<file path="src/rtl/gpc_pkg.sv">
// Package with constants for the port-change GPIO block
package gpc_pkg;
  localparam int          GPC_WIDTH      = 8;
  localparam int          GPC_CHG_LO     = 4;
  localparam int          GPC_ANA_PINS   = 5;
  localparam int          GPC_ALT_PIN    = 3;
  localparam logic [7:0]  GPC_LAT_RST    = 8'h00;
  localparam logic [7:0]  GPC_DIR_RST    = 8'hFF;
  localparam logic [7:0]  GPC_ANA_ON     = 8'h1F;
  localparam logic [7:0]  GPC_ANA_OFF    = 8'h00;
  localparam logic [7:0]  GPC_CHG_MASK   = 8'hF0;
  localparam logic        GPC_PU_DIS_RST = 1'b1;
endpackage : gpc_pkg

</file>
<file path="src/rtl/gpc_change_det.sv">
// Change detector comparing upper input pins with the snapshot taken at the last port read or ordinary (non-memory-move) port write
`timescale 1ns/100ps
module gpc_change_det
  import gpc_pkg::*;
#(
  parameter int WIDTH = GPC_WIDTH
)(
  input  wire logic             ref_clk,
  input  wire logic             sys_rst,
  input  wire logic [WIDTH-1:0] pin_level,
  input  wire logic [WIDTH-1:0] port_direction,
  input  wire logic             snap_strobe,
  output logic                  mismatch
);
  logic [WIDTH-1:0] snap_reg;
  logic [WIDTH-1:0] cmp_mask;

  // Snapshot refreshed on each qualifying port access
  always_ff @(posedge ref_clk or posedge sys_rst)
  begin
    if (sys_rst)
      snap_reg <= GPC_LAT_RST;
    else if (snap_strobe)
      snap_reg <= pin_level;
  end

  // Only upper pins that are inputs take part
  assign cmp_mask = GPC_CHG_MASK[WIDTH-1:0] & port_direction;
  // Live compare, so a pin returning to its old value ends mismatch
  assign mismatch = |((pin_level ^ snap_reg) & cmp_mask);
endmodule : gpc_change_det

</file>
<file path="src/rtl/gpc_port.sv">
// Eight-bit bidirectional port with pull-ups and change flag
`timescale 1ns/100ps
module gpc_port
  import gpc_pkg::*;
#(
  parameter int WIDTH = GPC_WIDTH
)(
  input  wire logic             ref_clk,
  input  wire logic             sys_rst,
  input  wire logic             port_analog_default_cfg,
  input  wire logic             capture_alt_pin_select,
  input  wire logic [WIDTH-1:0] pin_in,
  output logic      [WIDTH-1:0] pin_out,
  output logic      [WIDTH-1:0] pin_oe,
  output logic      [WIDTH-1:0] pin_pullup_en,
  input  wire logic             port_rd,
  input  wire logic             port_wr,
  input  wire logic             port_wr_by_move,
  input  wire logic [WIDTH-1:0] port_wdata,
  output logic      [WIDTH-1:0] port_rdata,
  input  wire logic             latch_wr,
  input  wire logic [WIDTH-1:0] latch_wdata,
  output logic      [WIDTH-1:0] port_output_latch,
  input  wire logic             dir_wr,
  input  wire logic [WIDTH-1:0] dir_wdata,
  output logic      [WIDTH-1:0] port_direction,
  input  wire logic             analog_wr,
  input  wire logic [WIDTH-1:0] analog_wdata,
  output logic      [WIDTH-1:0] analog_sel,
  input  wire logic             pullup_wr,
  input  wire logic             pullup_wdata,
  output logic                  pullup_disable_n,
  input  wire logic             flag_clr,
  output logic                  port_change_flag,
  output logic                  wake_req,
  input  wire logic             capture_unit_out,
  input  wire logic             capture_unit_oe,
  output logic                  capture_unit_in,
  output logic                  capture_on_pin_three
);
  logic             por_seen_reg;
  logic             snap_strobe;
  logic             mismatch;
  logic             alt_route;
  logic [WIDTH-1:0] alt_mask;

  // Alternate routing of the capture/compare unit onto pin three
  assign alt_route         = ~capture_alt_pin_select;
  assign capture_on_pin_three = alt_route;
  assign alt_mask          = alt_route
                             ? (WIDTH'(1) << GPC_ALT_PIN) : '0;
  assign capture_unit_in   = pin_in[GPC_ALT_PIN];

  // Output latch, written through port or latch address
  always_ff @(posedge ref_clk or posedge sys_rst)
  begin
    if (sys_rst)
      port_output_latch <= GPC_LAT_RST;
    else if (latch_wr)
      port_output_latch <= latch_wdata;
    else if (port_wr || port_wr_by_move)
      port_output_latch <= port_wdata;
  end

  // Direction register, all inputs after reset
  always_ff @(posedge ref_clk or posedge sys_rst)
  begin
    if (sys_rst)
      port_direction <= GPC_DIR_RST;
    else if (dir_wr)
      port_direction <= dir_wdata;
  end

  // First cycle after reset flags that the strap must be sampled
  always_ff @(posedge ref_clk or posedge sys_rst)
  begin
    if (sys_rst)
      por_seen_reg <= 1'b0;
    else
      por_seen_reg <= 1'b1;
  end

  // Analog select; strap taken in the first clocked cycle after reset
  always_ff @(posedge ref_clk or posedge sys_rst)
  begin
    if (sys_rst)
      analog_sel <= GPC_ANA_ON[WIDTH-1:0];
    else if (!por_seen_reg)
      analog_sel <= port_analog_default_cfg
                    ? GPC_ANA_ON[WIDTH-1:0]
                    : GPC_ANA_OFF[WIDTH-1:0];
    else if (analog_wr)
      analog_sel <= analog_wdata;
  end

  // Global active-low pull-up control, disabled at reset
  always_ff @(posedge ref_clk or posedge sys_rst)
  begin
    if (sys_rst)
      pullup_disable_n <= GPC_PU_DIS_RST;
    else if (pullup_wr)
      pullup_disable_n <= pullup_wdata;
  end

  // Pin drivers: outputs drive latch, inputs are high impedance; pin three is driven by the capture unit when routed and enabled
  always_comb
  begin
    pin_oe  = ~port_direction;
    pin_out = port_output_latch;
    if (alt_route && capture_unit_oe)
    begin
      pin_oe  = pin_oe | alt_mask;
      pin_out = (pin_out & ~alt_mask) | (capture_unit_out ? alt_mask : '0);
    end
  end

  // Pull-ups on input pins only, gated by the global control
  assign pin_pullup_en = pullup_disable_n ? '0
                         : (port_direction & ~pin_oe);

  // Port read returns pin levels; analog pins read zero
  always_ff @(posedge ref_clk or posedge sys_rst)
  begin
    if (sys_rst)
      port_rdata <= '0;
    else if (port_rd)
      port_rdata <= pin_in & ~analog_sel;
  end

  // Memory-move write to the port does not refresh the snapshot
  assign snap_strobe = port_rd || port_wr;

  gpc_change_det #(
    .WIDTH          (WIDTH)
  ) u_det (
    .ref_clk        (ref_clk),
    .sys_rst        (sys_rst),
    .pin_level      (pin_in & ~analog_sel),
    .port_direction (port_direction),
    .snap_strobe    (snap_strobe),
    .mismatch       (mismatch)
  );

  // Change flag: mismatch sets, set wins over software clear
  always_ff @(posedge ref_clk or posedge sys_rst)
  begin
    if (sys_rst)
      port_change_flag <= 1'b0;
    else if (mismatch)
      port_change_flag <= 1'b1;
    else if (flag_clr)
      port_change_flag <= 1'b0;
  end

  // Wake request for sleep and all idle modes
  assign wake_req = port_change_flag;
endmodule : gpc_port

</file>
<file path="config.mk">
export PLATFORM = sky130hd
export DESIGN_NAME = gpc_port
export DESIGN_NICKNAME = d
export VERILOG_FILES = /design/src/rtl/gpc_pkg.sv /design/src/rtl/gpc_change_det.sv /design/src/rtl/gpc_port.sv
export SDC_FILE = /design/constraint.sdc
export NUM_CORES = 1
export LEC_CHECK = 0
export ABC_CLOCK_PERIOD_IN_PS = 1200
export BUFFER_PORTS_ARGS = -buffer_cell sky130_fd_sc_hd__buf_4
export CELL_PAD_IN_SITES_DETAIL_PLACEMENT = 1
export CELL_PAD_IN_SITES_GLOBAL_PLACEMENT = 1
export CORE_ASPECT_RATIO = 2
export CORE_MARGIN = 2
export CORE_UTILIZATION = 28
export CTS_BUF_LIST = sky130_fd_sc_hd__clkbuf_8
export DETAILED_ROUTE_END_ITERATION = 12
export GPL_TIMING_DRIVEN = 0
export HOLD_SLACK_MARGIN = 0.1
export PLACE_DENSITY_LB_ADDON = 0.3
export REMOVE_ABC_BUFFERS = 1
export SLEW_MARGIN = 0
export SYNTH_ARGS = -nofsm -noshare
export SYNTH_HDL_FRONTEND = slang
export SYNTH_SLANG_ARGS = --single-unit
</file>
<file path="constraint.sdc">
create_clock -name ref_clk -period 1.2 [get_ports ref_clk]
set_input_delay 0.18 -clock ref_clk [delete_from_list [all_inputs] [get_ports ref_clk]]
set_output_delay 0.18 -clock ref_clk [all_outputs]
set_load 0.01 [all_outputs]
</file>
# Yosys cells after proc, flatten, opt, wreduce, memory -nomap -nowiden
# Index checks and enable logic that the tools add are counted.
op_classes:
  n_bitwise: 12
  n_eq_ne: 1
  muxes: 12
  reduce_logical: 6
ops:
  columns: ["cell", "count"]
  rows:
  - ["$mux W8", 7]
  - ["$and A8 B8 Y8", 4]
  - ["$not A8 Y8", 3]
  - ["$or A8 B4 Y8", 2]
  - ["$mux W4", 2]
  - ["$not A4 Y8", 1]
  - ["$reduce_or A8 Y1", 1]
  - ["$xor A8 B8 Y8", 1]
  - ["$mux W5", 1]
  - ["$reduce_bool A2 Y1", 2]
  - ["$logic_or A1 B1 Y1", 2]
  - ["$mux W1", 2]
  - ["$ne A2 B2 Y1 const B", 1]
  - ["$logic_and A1 B1 Y1", 1]
  - ["$not A1 Y1", 1]
word_totals:
  register_bits: 43
  word_cells: 39

# Longest topological paths before layout
# Gate-level depths: netlist of the first run.
depth:
  word_depth: 6
  depth_mapped: 4
  ltp_nobuf: 4

# Cells and area by module
# Synthesis of the first run repeated with hierarchy kept, for this count alone.
unflattened:
  cells_unflattened: 173
  area_unflattened_um2: 1879.3
by_module_without_submodules:
  columns: ["mod", "area_each_um2", "seq_area_each_um2", "cells_each", "instances"]
  rows:
  - ["gpc_port", 1676.6, 893.4, 157, 1]
  - ["gpc_change_det", 202.7, 100.1, 16, 1]

# Worst setup path before layout of the first run
# No wires, ideal clock.
synth_timing:
  path_type: "reg2reg"
  startpoint: "reg analog_sel[4]"
  endpoint: "reg port_change_flag"
  required_time_ps: 1069
  setup_ps: 131
  period_less_slack_ps: 1257
  path_stages_with_launch: 5
  path_buffers: 0
  path_slack_ps: -57
  arrival_ps: 1126
  path_cell_list: "dfstp_2 nor2b_1 xor2_1 a222oi_1 nand2_1"
synth_via:
  elab_chain_len: 6
synth_lines:
  columns: ["element", "line_no", "text"]
  rows:
  - ["start, declared", "gpc_port.sv:29", "output logic [WIDTH-1:0] analog_sel,"]
  - ["start signal, assigned", "gpc_port.sv:87", "analog_sel <= GPC_ANA_ON[WIDTH-1:0];"]
  - ["start signal, assigned", "gpc_port.sv:89", "analog_sel <= port_analog_default_cfg"]
  - ["start signal, assigned", "gpc_port.sv:93", "analog_sel <= analog_wdata;"]
  - ["$not A8 Y8 *", "gpc_port.sv:138", ".pin_level (pin_in & ~analog_sel),"]
  - ["$and A8 B8 Y8 *", "gpc_port.sv:138", null]
  - ["$xor A8 B8 Y8 *", "gpc_change_det.sv:30", "assign mismatch = |((pin_level ^ snap_reg) & cmp_mask);"]
  - ["$and A8 B8 Y8 *", "gpc_change_det.sv:30", null]
  - ["$reduce_or A8 Y1 *", "gpc_change_det.sv:30", null]
  - ["$mux W1 or $reduce_bool A2 Y1 (tied branches)", null, null]
  - ["end signal, assigned", "gpc_port.sv:148", "port_change_flag <= 1'b0;"]
  - ["end signal, assigned", "gpc_port.sv:150", "port_change_flag <= 1'b1;"]
  - ["end signal, assigned", "gpc_port.sv:152", "port_change_flag <= 1'b0;"]
  - ["end, declared", "gpc_port.sv:34", "output logic port_change_flag,"]
# Mark *: on every way between the ends. The rest lies on a longest branch, timed or not.
# A chain may end at the register's enable or synchronous reset.

# Worst setup path in the final report of the first run
layout_timing:
  startpoint: "reg pullup_disable_n"
  endpoint: "out pin_pullup_en[6]"
layout_via:
  elab_chain_len: 1
layout_lines:
  columns: ["element", "line_no", "text"]
  rows:
  - ["start, declared", "gpc_port.sv:32", "output logic pullup_disable_n,"]
  - ["start signal, assigned", "gpc_port.sv:102", "pullup_disable_n <= pullup_wdata;"]
  - ["$mux W8", "gpc_port.sv:118", "assign pin_pullup_en = pullup_disable_n ? '0"]
  - ["end, declared", "gpc_port.sv:15", "output logic [WIDTH-1:0] pin_pullup_en,"]
# No other way between the ends.

==> results of run 1 <==
## per-layer routing
layer	vias to the layer above	GRT usage, %	wire length (um)
li1	779	-	-
met1	808	14.4	1630
met2	74	30.0	3340
met3	9	2.86	318
met4	0	5.65	112
met5	-	0	0
## worst max-delay path, cell delays in order (launching register included)
cell	delay [ns]
dfstp_2	0.56
buf_6	0.14
nor2_2	0.04
buf_4	0.13
## how the worst min path moves through the flow
stage              startpoint                          endpoint  slack (ns)
3_3_place_gp   latch_wdata[6]  port_output_latch[6]$_DFFE_PP0P_        0.39
4_1_cts               sys_rst         port_rdata[1]$_DFFE_PP0P_         0.1
5_1_grt               sys_rst         port_rdata[1]$_DFFE_PP0P_        0.12
6_report              sys_rst  port_output_latch[2]$_DFFE_PP0P_        0.07
3_5_place_dp   latch_wdata[2]  port_output_latch[2]$_DFFE_PP0P_        0.40
2_1_floorplan          dir_wr     port_direction[7]$_DFFE_PP1P_        0.24
## Yosys cell counts
| cell | instances | share of area [%] |
|---|---|---|
| a21oi_1 | 6 | 1.7 |
| a222oi_1 | 1 | 0.56 |
| buf_2 | 2 | 0.56 |
| buf_4 | 9 | 3.8 |
| clkbuf_1 | 4 | 0.84 |
| conb_1 | 1 | 0.21 |
| dfrtp_1 | 25 | 35 |
| dfstp_2 | 14 | 21 |
| inv_1 | 13 | 2.7 |
| mux2_2 | 11 | 6.9 |
| mux2i_1 | 16 | 9.0 |
| nand2_1 | 20 | 4.2 |
| nand3b_1 | 2 | 0.84 |
| nor2_1 | 10 | 2.1 |
| nor2_4 | 1 | 0.63 |
| nor2b_1 | 8 | 2.8 |
| o21ai_0 | 14 | 3.9 |
| o21ai_1 | 3 | 0.84 |
| o22ai_1 | 2 | 0.70 |
| xor2_1 | 4 | 2.0 |
## area by class of cell
cell class	instances	area share, %
sequential	39	32.8
inverter	13	1.69
multi-input combinational	99	23.2
clock inverter	2	0.289
timing repair buffer	131	35.8
tap	86	3.55
clock buffer	6	2.73
## cells by family (layout without fill, tap and decap cells)
logic type      count (synthesis)  count (layout)  synth area share, %
other cells                     1               1                0.210
buf+inv                        28             152                 7.92
xor+xnor                        4               4                 1.96
simple gates                   41              41                 10.6
mux                            27              27                 15.9
flops                          39              39                 55.7
compound gates                 26              26                 7.71
## repair_timing
action	4_1_cts	5_1_grt
setup endpoints to repair	19	24
resized for setup	34	16
endpoints found under the hold margin	17	0
setup buffers	10	2
hold buffers	4	0
pin swaps	3	2
## stage by stage
| stage | hold slack (ns) | instances | TNS [ns] | util [%] | setup slack [ns] |
|---|---|---|---|---|---|
| floorplan | 0.243 | 151 | -0.0574 | - | -0.0574 |
| global placement | 0.386 | 352 | -14.27 | 42.5 | -0.477 |
| detailed placement | 0.397 | 352 | -0.185 | 42.5 | -0.185 |
| CTS | 0.0965 | 374 | -1.24 | 47.3 | -0.133 |
| global route | 0.116 | 376 | -2.05 | 48.4 | -0.174 |
| finish | 0.0666 | 376 | -1.22 | 48.4 | -0.130 |
## where the power goes
| group | internal [W] | leakage, nW | total [W] | switching (W) |
|---|---|---|---|---|
| registers | 0.00147 | 0.456 | 0.00157 | 0.0000995 |
| logic | 0.000580 | 0.990 | 0.00101 | 0.000426 |
| clock network | 0.000455 | 0.0524 | 0.000901 | 0.000446 |
==> Implementation_results.wiki, run 1 <==
{| class="wikitable"
! Metric !! Value
|-
| DRC violation count after routing || 0
|-
| Critical path launch point type || flop
|-
| Hold WC Path Type || in -> async
|-
| Vias per std cell || 4.44
|-
| Total congestion overflow || 0
|-
| Final slew viol count || 0
|-
| Synth warn || 0
|-
| Detail-routed net length per standard cell || approximately 14 um
|-
| Flip-flop and latch area || just under 1000 um^2
|-
| Post-route minimum period || 1.33 ns
|-
| Violations in the final reports || negative setup slack
|-
| Most frequent cells in the layout || buf_4 (103), dfrtp_1 (25), buf_6 (24)
|-
| First-pass GRT wire length || between 7000 and 8000 um
|-
| Number of cell instances on the worst register-to-register path || 4
|-
| Final wirelength || approximately 5400 um
|-
| CTS tree || built
|-
| Worst setup slack for register-to-register paths || -0.08 ns
|-
| Count of port buffers added during placement || about 120
|-
| Combined area of all synthesized cells || approximately 1800 um^2
|-
| Fill cells || 740
|-
| Peak supply drop || 0.000642 V
|-
| Number of hold violations in the final report || 0
|-
| Root Buffer Master || clkbuf_8
|-
| Critical R2R Launch || analog_sel[4]$_DFFE_PP1P_
|-
| Critical setup path kind || reg -> out
|-
| Endpoint of the worst setup timing path || pin_pullup_en[6]
|-
| Sinks on Clock Net || 39
|-
| I/O pin count || between 100 and 150
|-
| Portion of the clock cycle consumed by the worst path in the final layout || 111%
|-
| Post-detailed-placement half-perimeter wirelength || 4040 um
|-
| Headroom to the max-slew limit || approximately 44%
|-
| Antenna violations before repair || 0
|-
| Core region area || 6260 um^2
|-
| Leakage power || 1.50 nW
|-
| Area growth from synthesis to final layout || 69.8%
|-
| Share of synthesized area occupied by flip-flops and latches || 55.7%
|-
| Length of the first detailed-routing pass in iterations || 4
|-
| Number of diodes added for antenna fixing || 0
|-
| Total area of multi-input combinational cells || between 700 and 800 um^2
|-
| Post-route worst setup slack || -0.130 ns
|-
| Vert. Die Dim || 117 um
|-
| Worst Path Max Fanout || 5
|-
| Number of max-cap violations || 0
|-
| Cell area reported after detailed placement || 2660 um^2
|-
| Result of the run || finished, violations left
|-
| Clock buffer count from CTS || 5
|-
| Clock Latency Late Sink || 0.28 ns
|-
| Total power consumption of the routed design || around 0.0035 W
|-
| Worst EP arrival || 1.15 ns
|-
| Largest net degree at the start of global routing || 40
|-
| Antenna Violating Nets Remaining || 0
|-
| Initial standard-cell utilization of the core || around 29%
|-
| Setup crit end kind || output port
|-
| Total of endpoints with negative setup slack in the final report || 18
|-
| Total number of nets in the final design || 344
|-
| Fraction of layout instances using a drive strength above 1 || 62.1%
|-
| Reg clk slew, reported paths || around 0.07 ns
|-
| Fmax || 752 MHz
|-
| Most common cell after layout, fill and taps aside || buf_4
|-
| Total die area || 7070 um^2
|-
| Summed area of non-filler cells in the final layout || 3030 um^2
|-
| Synthesized area per cell || 10.7 um^2
|-
| Mapped Cells || approximately 170
|-
| Seq cells post-synth || 39
|-
| Cell row count || 41
|-
| Number of design-rule violations left by the first detailed-router iteration || between 40 and 50
|-
| Number of vias in the routed layout || 1670
|-
| Data required time of the worst path || 1.02 ns
|-
| Maximum buffer depth of the clock tree || 2
|-
| Crit. Startpoint || pullup_disable_n$_DFFE_PP1P_
|-
| Slew @ Worst Pin || 0.833 ns
|-
| Post-route clock skew || 0.00676 ns
|-
| Total power density per cell area || 1150 nW/um^2
|-
| Number of distinct library cell variants in the gate-level netlist after synthesis || 20
|-
| Terminus of the critical flop-to-flop path || port_change_flag$_DFFE_PP0P_
|-
| Placer's final routability congestion estimate || 0.720
|-
| Number of levels in the clock H-tree || 2
|-
| Vias in the first global route || 1716
|-
| Die Span X || between 60 and 70 um
|-
| Gr usage total || 15.1%
|-
| Unrepaired setup endpoints after global routing || yes
|}
Power figures use the tool's default switching activity.
==> run 2: changes to the inputs <==
--- a/config.mk
+++ b/config.mk
@@ -5,6 +5,7 @@
 export SDC_FILE = /design/constraint.sdc
 export NUM_CORES = 1
 export LEC_CHECK = 0
+export ABC_AREA = 1
 export ABC_CLOCK_PERIOD_IN_PS = 1200
 export BUFFER_PORTS_ARGS = -buffer_cell sky130_fd_sc_hd__buf_4
 export CELL_PAD_IN_SITES_DETAIL_PLACEMENT = 1
==> run 2 against run 1 <==
The flow still finishes with violations (negative setup slack). Register-to-register slack improved by 0.22 ns. Critical path depth unchanged. Die area up 5.6%. First-iteration DRC count shrank 22%. Via count up 13%. Critical endpoint is now pin_pullup_en[7].
==> Implementation_results.wiki, run 2 <==
{| class="wikitable"
! Metric !! Value
|-
| Placer's final routability congestion estimate || 0.695 (-3.5%)
|-
| List of cells traversed by the critical path || buf_6 > nor2_1 > buf_4
|-
| Worst Path Max Fanout || 5 (unchanged)
|-
| Most used standard cell by instance count after synthesis || nand2_1
|-
| Share of synthesized area occupied by flip-flops and latches || 52.6% (-3.1 points)
|-
| Area share of the largest cell type after synthesis || 33.1% (-2.0 points)
|-
| Peak supply drop || 0.000923 V (+44%)
|-
| Final wirelength || 5890 um (+9.2%)
|-
| Total power consumption of the routed design || 0.00391 W (+12%)
|-
| Share of flip-flops with an asynchronous set or reset || 100% (unchanged)
|-
| Longest individual stage delay on the worst path || 0.56 ns (about the same)
|-
| Post-synth EDFFs || 0 (unchanged)
|-
| Total of endpoints with negative setup slack in the final report || 16 (-2)
|-
| Total congestion overflow || 0 (unchanged)
|-
| Vert. Die Dim || 120 um (+2.8%)
|-
| Clock Latency Late Sink || 0.30 ns (+0.02 ns)
|-
| Critical path launch point type || flop
|-
| Combined area of all synthesized cells || 1890 um^2 (+5.9%)
|-
| Critical setup path kind || reg -> out
|-
| Worst EP arrival || 1.16 ns (about the same)
|-
| Synth top cells by count || nand2_1 (37), inv_1 (27), dfrtp_1 (25)
|-
| Most frequent cells in the layout || buf_4 (106), nand2_1 (35), dfrtp_1 (24), buf_6 (24), nor2_1 (20)
|-
| Cell row count || 42 (+2.4%)
|-
| Die Span X || 62.1 um (+2.7%)
|-
| Mapped Cells || 208 (+25%)
|-
| Antenna violations before repair || 0 (unchanged)
|-
| Unrepaired setup endpoints after global routing || yes
|-
| Gr usage total || 16.2% (+1.1 points)
|-
| Total number of nets in the final design || 391 (+14%)
|-
| Number of hold violations in the final report || 0 (unchanged)
|-
| CTS tree || built
|-
| Number of vias in the routed layout || 1879 (+13%)
|-
| Result of the run || finished, violations left
|-
| Critical path's slowest cell || dfstp_2
|-
| Length of the first detailed-routing pass in iterations || 3 (-1)
|-
| Total die area || 7460 um^2 (+5.6%)
|-
| Seq cells post-synth || 39 (unchanged)
|-
| DRC violation count after routing || 0 (unchanged)
|-
| Number of design-rule violations left by the first detailed-router iteration || 36 (-22%)
|-
| Final Util || 48.2% (-0.27 points)
|-
| Cell accounting for the most synthesized area || dfrtp_1
|-
| Post-route clock skew || 0.00442 ns (-0.00234 ns)
|-
| I/O pin count || 116 (unchanged)
|-
| Number of levels in the clock H-tree || 2 (unchanged)
|-
| Violations in the final reports || negative setup slack
|-
| First-pass GRT wire length || 8930 um (+13%)
|-
| Most common cell after layout, fill and taps aside || buf_4
|-
| Fraction of layout instances using a drive strength above 1 || 53.7% (-8.4 points)
|-
| Reg clk slew, reported paths || 0.08 ns (about the same)
|-
| Slew @ Worst Pin || 0.850 ns (+0.0163 ns)
|-
| Root Buffer Master || clkbuf_8
|-
| Post-route minimum period || 1.34 ns (+0.00818 ns)
|-
| Fmax || 747 MHz (-0.61%)
|-
| Clock buffer count from CTS || 5 (unchanged)
|-
| Vias per std cell || 4.42 (-0.46%)
|-
| Detail-routed net length per standard cell || 13.9 um (-3.4%)
|-
| Cells taking the most area after synthesis || dfrtp_1 (33%), dfstp_2 (19%), nand2_1 (7.4%), inv_1 (5.4%), nand3_1 (5.0%)
|-
| Synthesized area per cell || 9.08 um^2 (-15%)
|-
| Vias in the first global route || 1945 (+13%)
|-
| Core region area || 6570 um^2 (+5.0%)
|-
| Sinks on Clock Net || 39 (unchanged)
|-
| Number of max-cap violations || 0 (unchanged)
|-
| Count of port buffers added during placement || 115 (unchanged)
|-
| Largest net degree at the start of global routing || 40 (unchanged)
|-
| Most used flip-flop cell after synthesis || dfrtp_1
|-
| Cell count after placement || 394 (+12%)
|-
| Synth warn || 0 (unchanged)
|-
| Cell area reported after detailed placement || 2730 um^2 (+2.5%)
|-
| Top Family by Delay on Critical Path || flip-flops
|-
| Final total negative setup slack || -1.20 ns (+0.0190 ns)
|-
| Initial standard-cell utilization of the core || 28.8% (+0.25 points)
|-
| Final slew viol count || 0 (unchanged)
|-
| Summed area of non-filler cells in the final layout || 3160 um^2 (+4.4%)
|-
| Area growth from synthesis to final layout || 67.4%
|-
| Hold WC Path Type || in -> async
|-
| Portion of the clock cycle consumed by the worst path in the final layout || 111% (+0.68 points)
|-
| Setup crit end kind || output port
|-
| Leakage power || 1.64 nW (+9.1%)
|-
| WP buf/inv || 2 (unchanged)
|-
| Number of diodes added for antenna fixing || 0 (unchanged)
|-
| Maximum buffer depth of the clock tree || 2 (unchanged)
|-
| Data required time of the worst path || 1.02 ns (about the same)
|-
| Total power density per cell area || 1240 nW/um^2 (+7.7%)
|-
| Post-route worst setup slack || -0.138 ns (-0.00818 ns)
|-
| Headroom to the max-slew limit || 43.3% (-1.1 points)
|-
| Post-detailed-placement half-perimeter wirelength || 4360 um (+8.0%)
|-
| Number of distinct library cell variants in the gate-level netlist after synthesis || 23 (+15%)
|-
| Post-route insts no fill || 425 (+13%)
|-
| Antenna Violating Nets Remaining || 0 (unchanged)
|}
[run 2: final cells by class]
cell class | count | area (um^2)
clock inverter | 3 | 67.6
inverter | 28 | 105
tap | 88 | 110
sequential | 39 | 995
clock buffer | 5 | 68.8
fill | 789 | 3410
multi-input combinational | 124 | 671
timing repair buffer | 138 | 1150
[run 2: logic make-up (layout without fill, tap and decap cells)]
group	Yosys count	after routing	synth area share, %
AO/OA/AOI/OAI	31	31	10.9
AND/OR/NAND/NOR	82	82	18.2
multiplexers	10	10	5.50
other	1	1	0.198
buffers and inverters	45	174	12.6
flip-flops	39	39	52.6
[run 2: routing by layer]
metal / global-route usage, % / part of all wire [%] / wire length (um)
met5: 0 / 0 / 0
met4: 6.25 / 1.7 / 103
met3: 4.28 / 6.3 / 373
met2: 32.0 / 62 / 3640
met1: 13.5 / 30 / 1780
[run 2: timing repair]
action | in CTS | in global routing
endpoints found under the setup margin | 25 | 31
pin swaps | 3 | 0
resized for setup | 27 | 12
hold buffers | 8 | 0
hold endpoints to repair | 33 | 0
buffers inserted | 8 | 7
[run 2: stage by stage]
step	setup slack, ns	hold slack, ns
4_1_cts	-0.138	0.0823
3_5_place_dp	-0.242	0.400
2_1_floorplan	0.142	0.256
3_3_place_gp	-0.513	0.387
6_report	-0.138	0.0577
5_1_grt	-0.176	0.107
[run 2: where the power goes]
group	total [W]	internal (W)	switching, W
Clock	0.00132	0.000829	0.000490
Combinational	0.00103	0.000570	0.000463
Sequential	0.00156	0.00147	0.0000890
[run 2: worst paths after layout]
kind / from / endpoint / slack [ns] / depth (start not counted)
setup / recovery: pullup_disable_n$_DFFE_PP1P_ / pin_pullup_en[7] / -0.14 / 3
hold / removal: sys_rst / port_rdata[3]$_DFFE_PP0P_ / 0.06 / 2
setup reg to reg: analog_sel[4]$_DFFE_PP1P_ / port_change_flag$_DFFE_PP0P_ / 0.14 / 7
hold reg to reg: port_rdata[5]$_DFFE_PP0P_ / port_rdata[5]$_DFFE_PP0P_ / 0.49 / 2
max in group asynchronous: sys_rst / por_seen_reg$_DFF_PP0_ / 0.56 / 2
min in group ref_clk: dir_wdata[3] / port_direction[3]$_DFFE_PP1P_ / 0.12 / 2
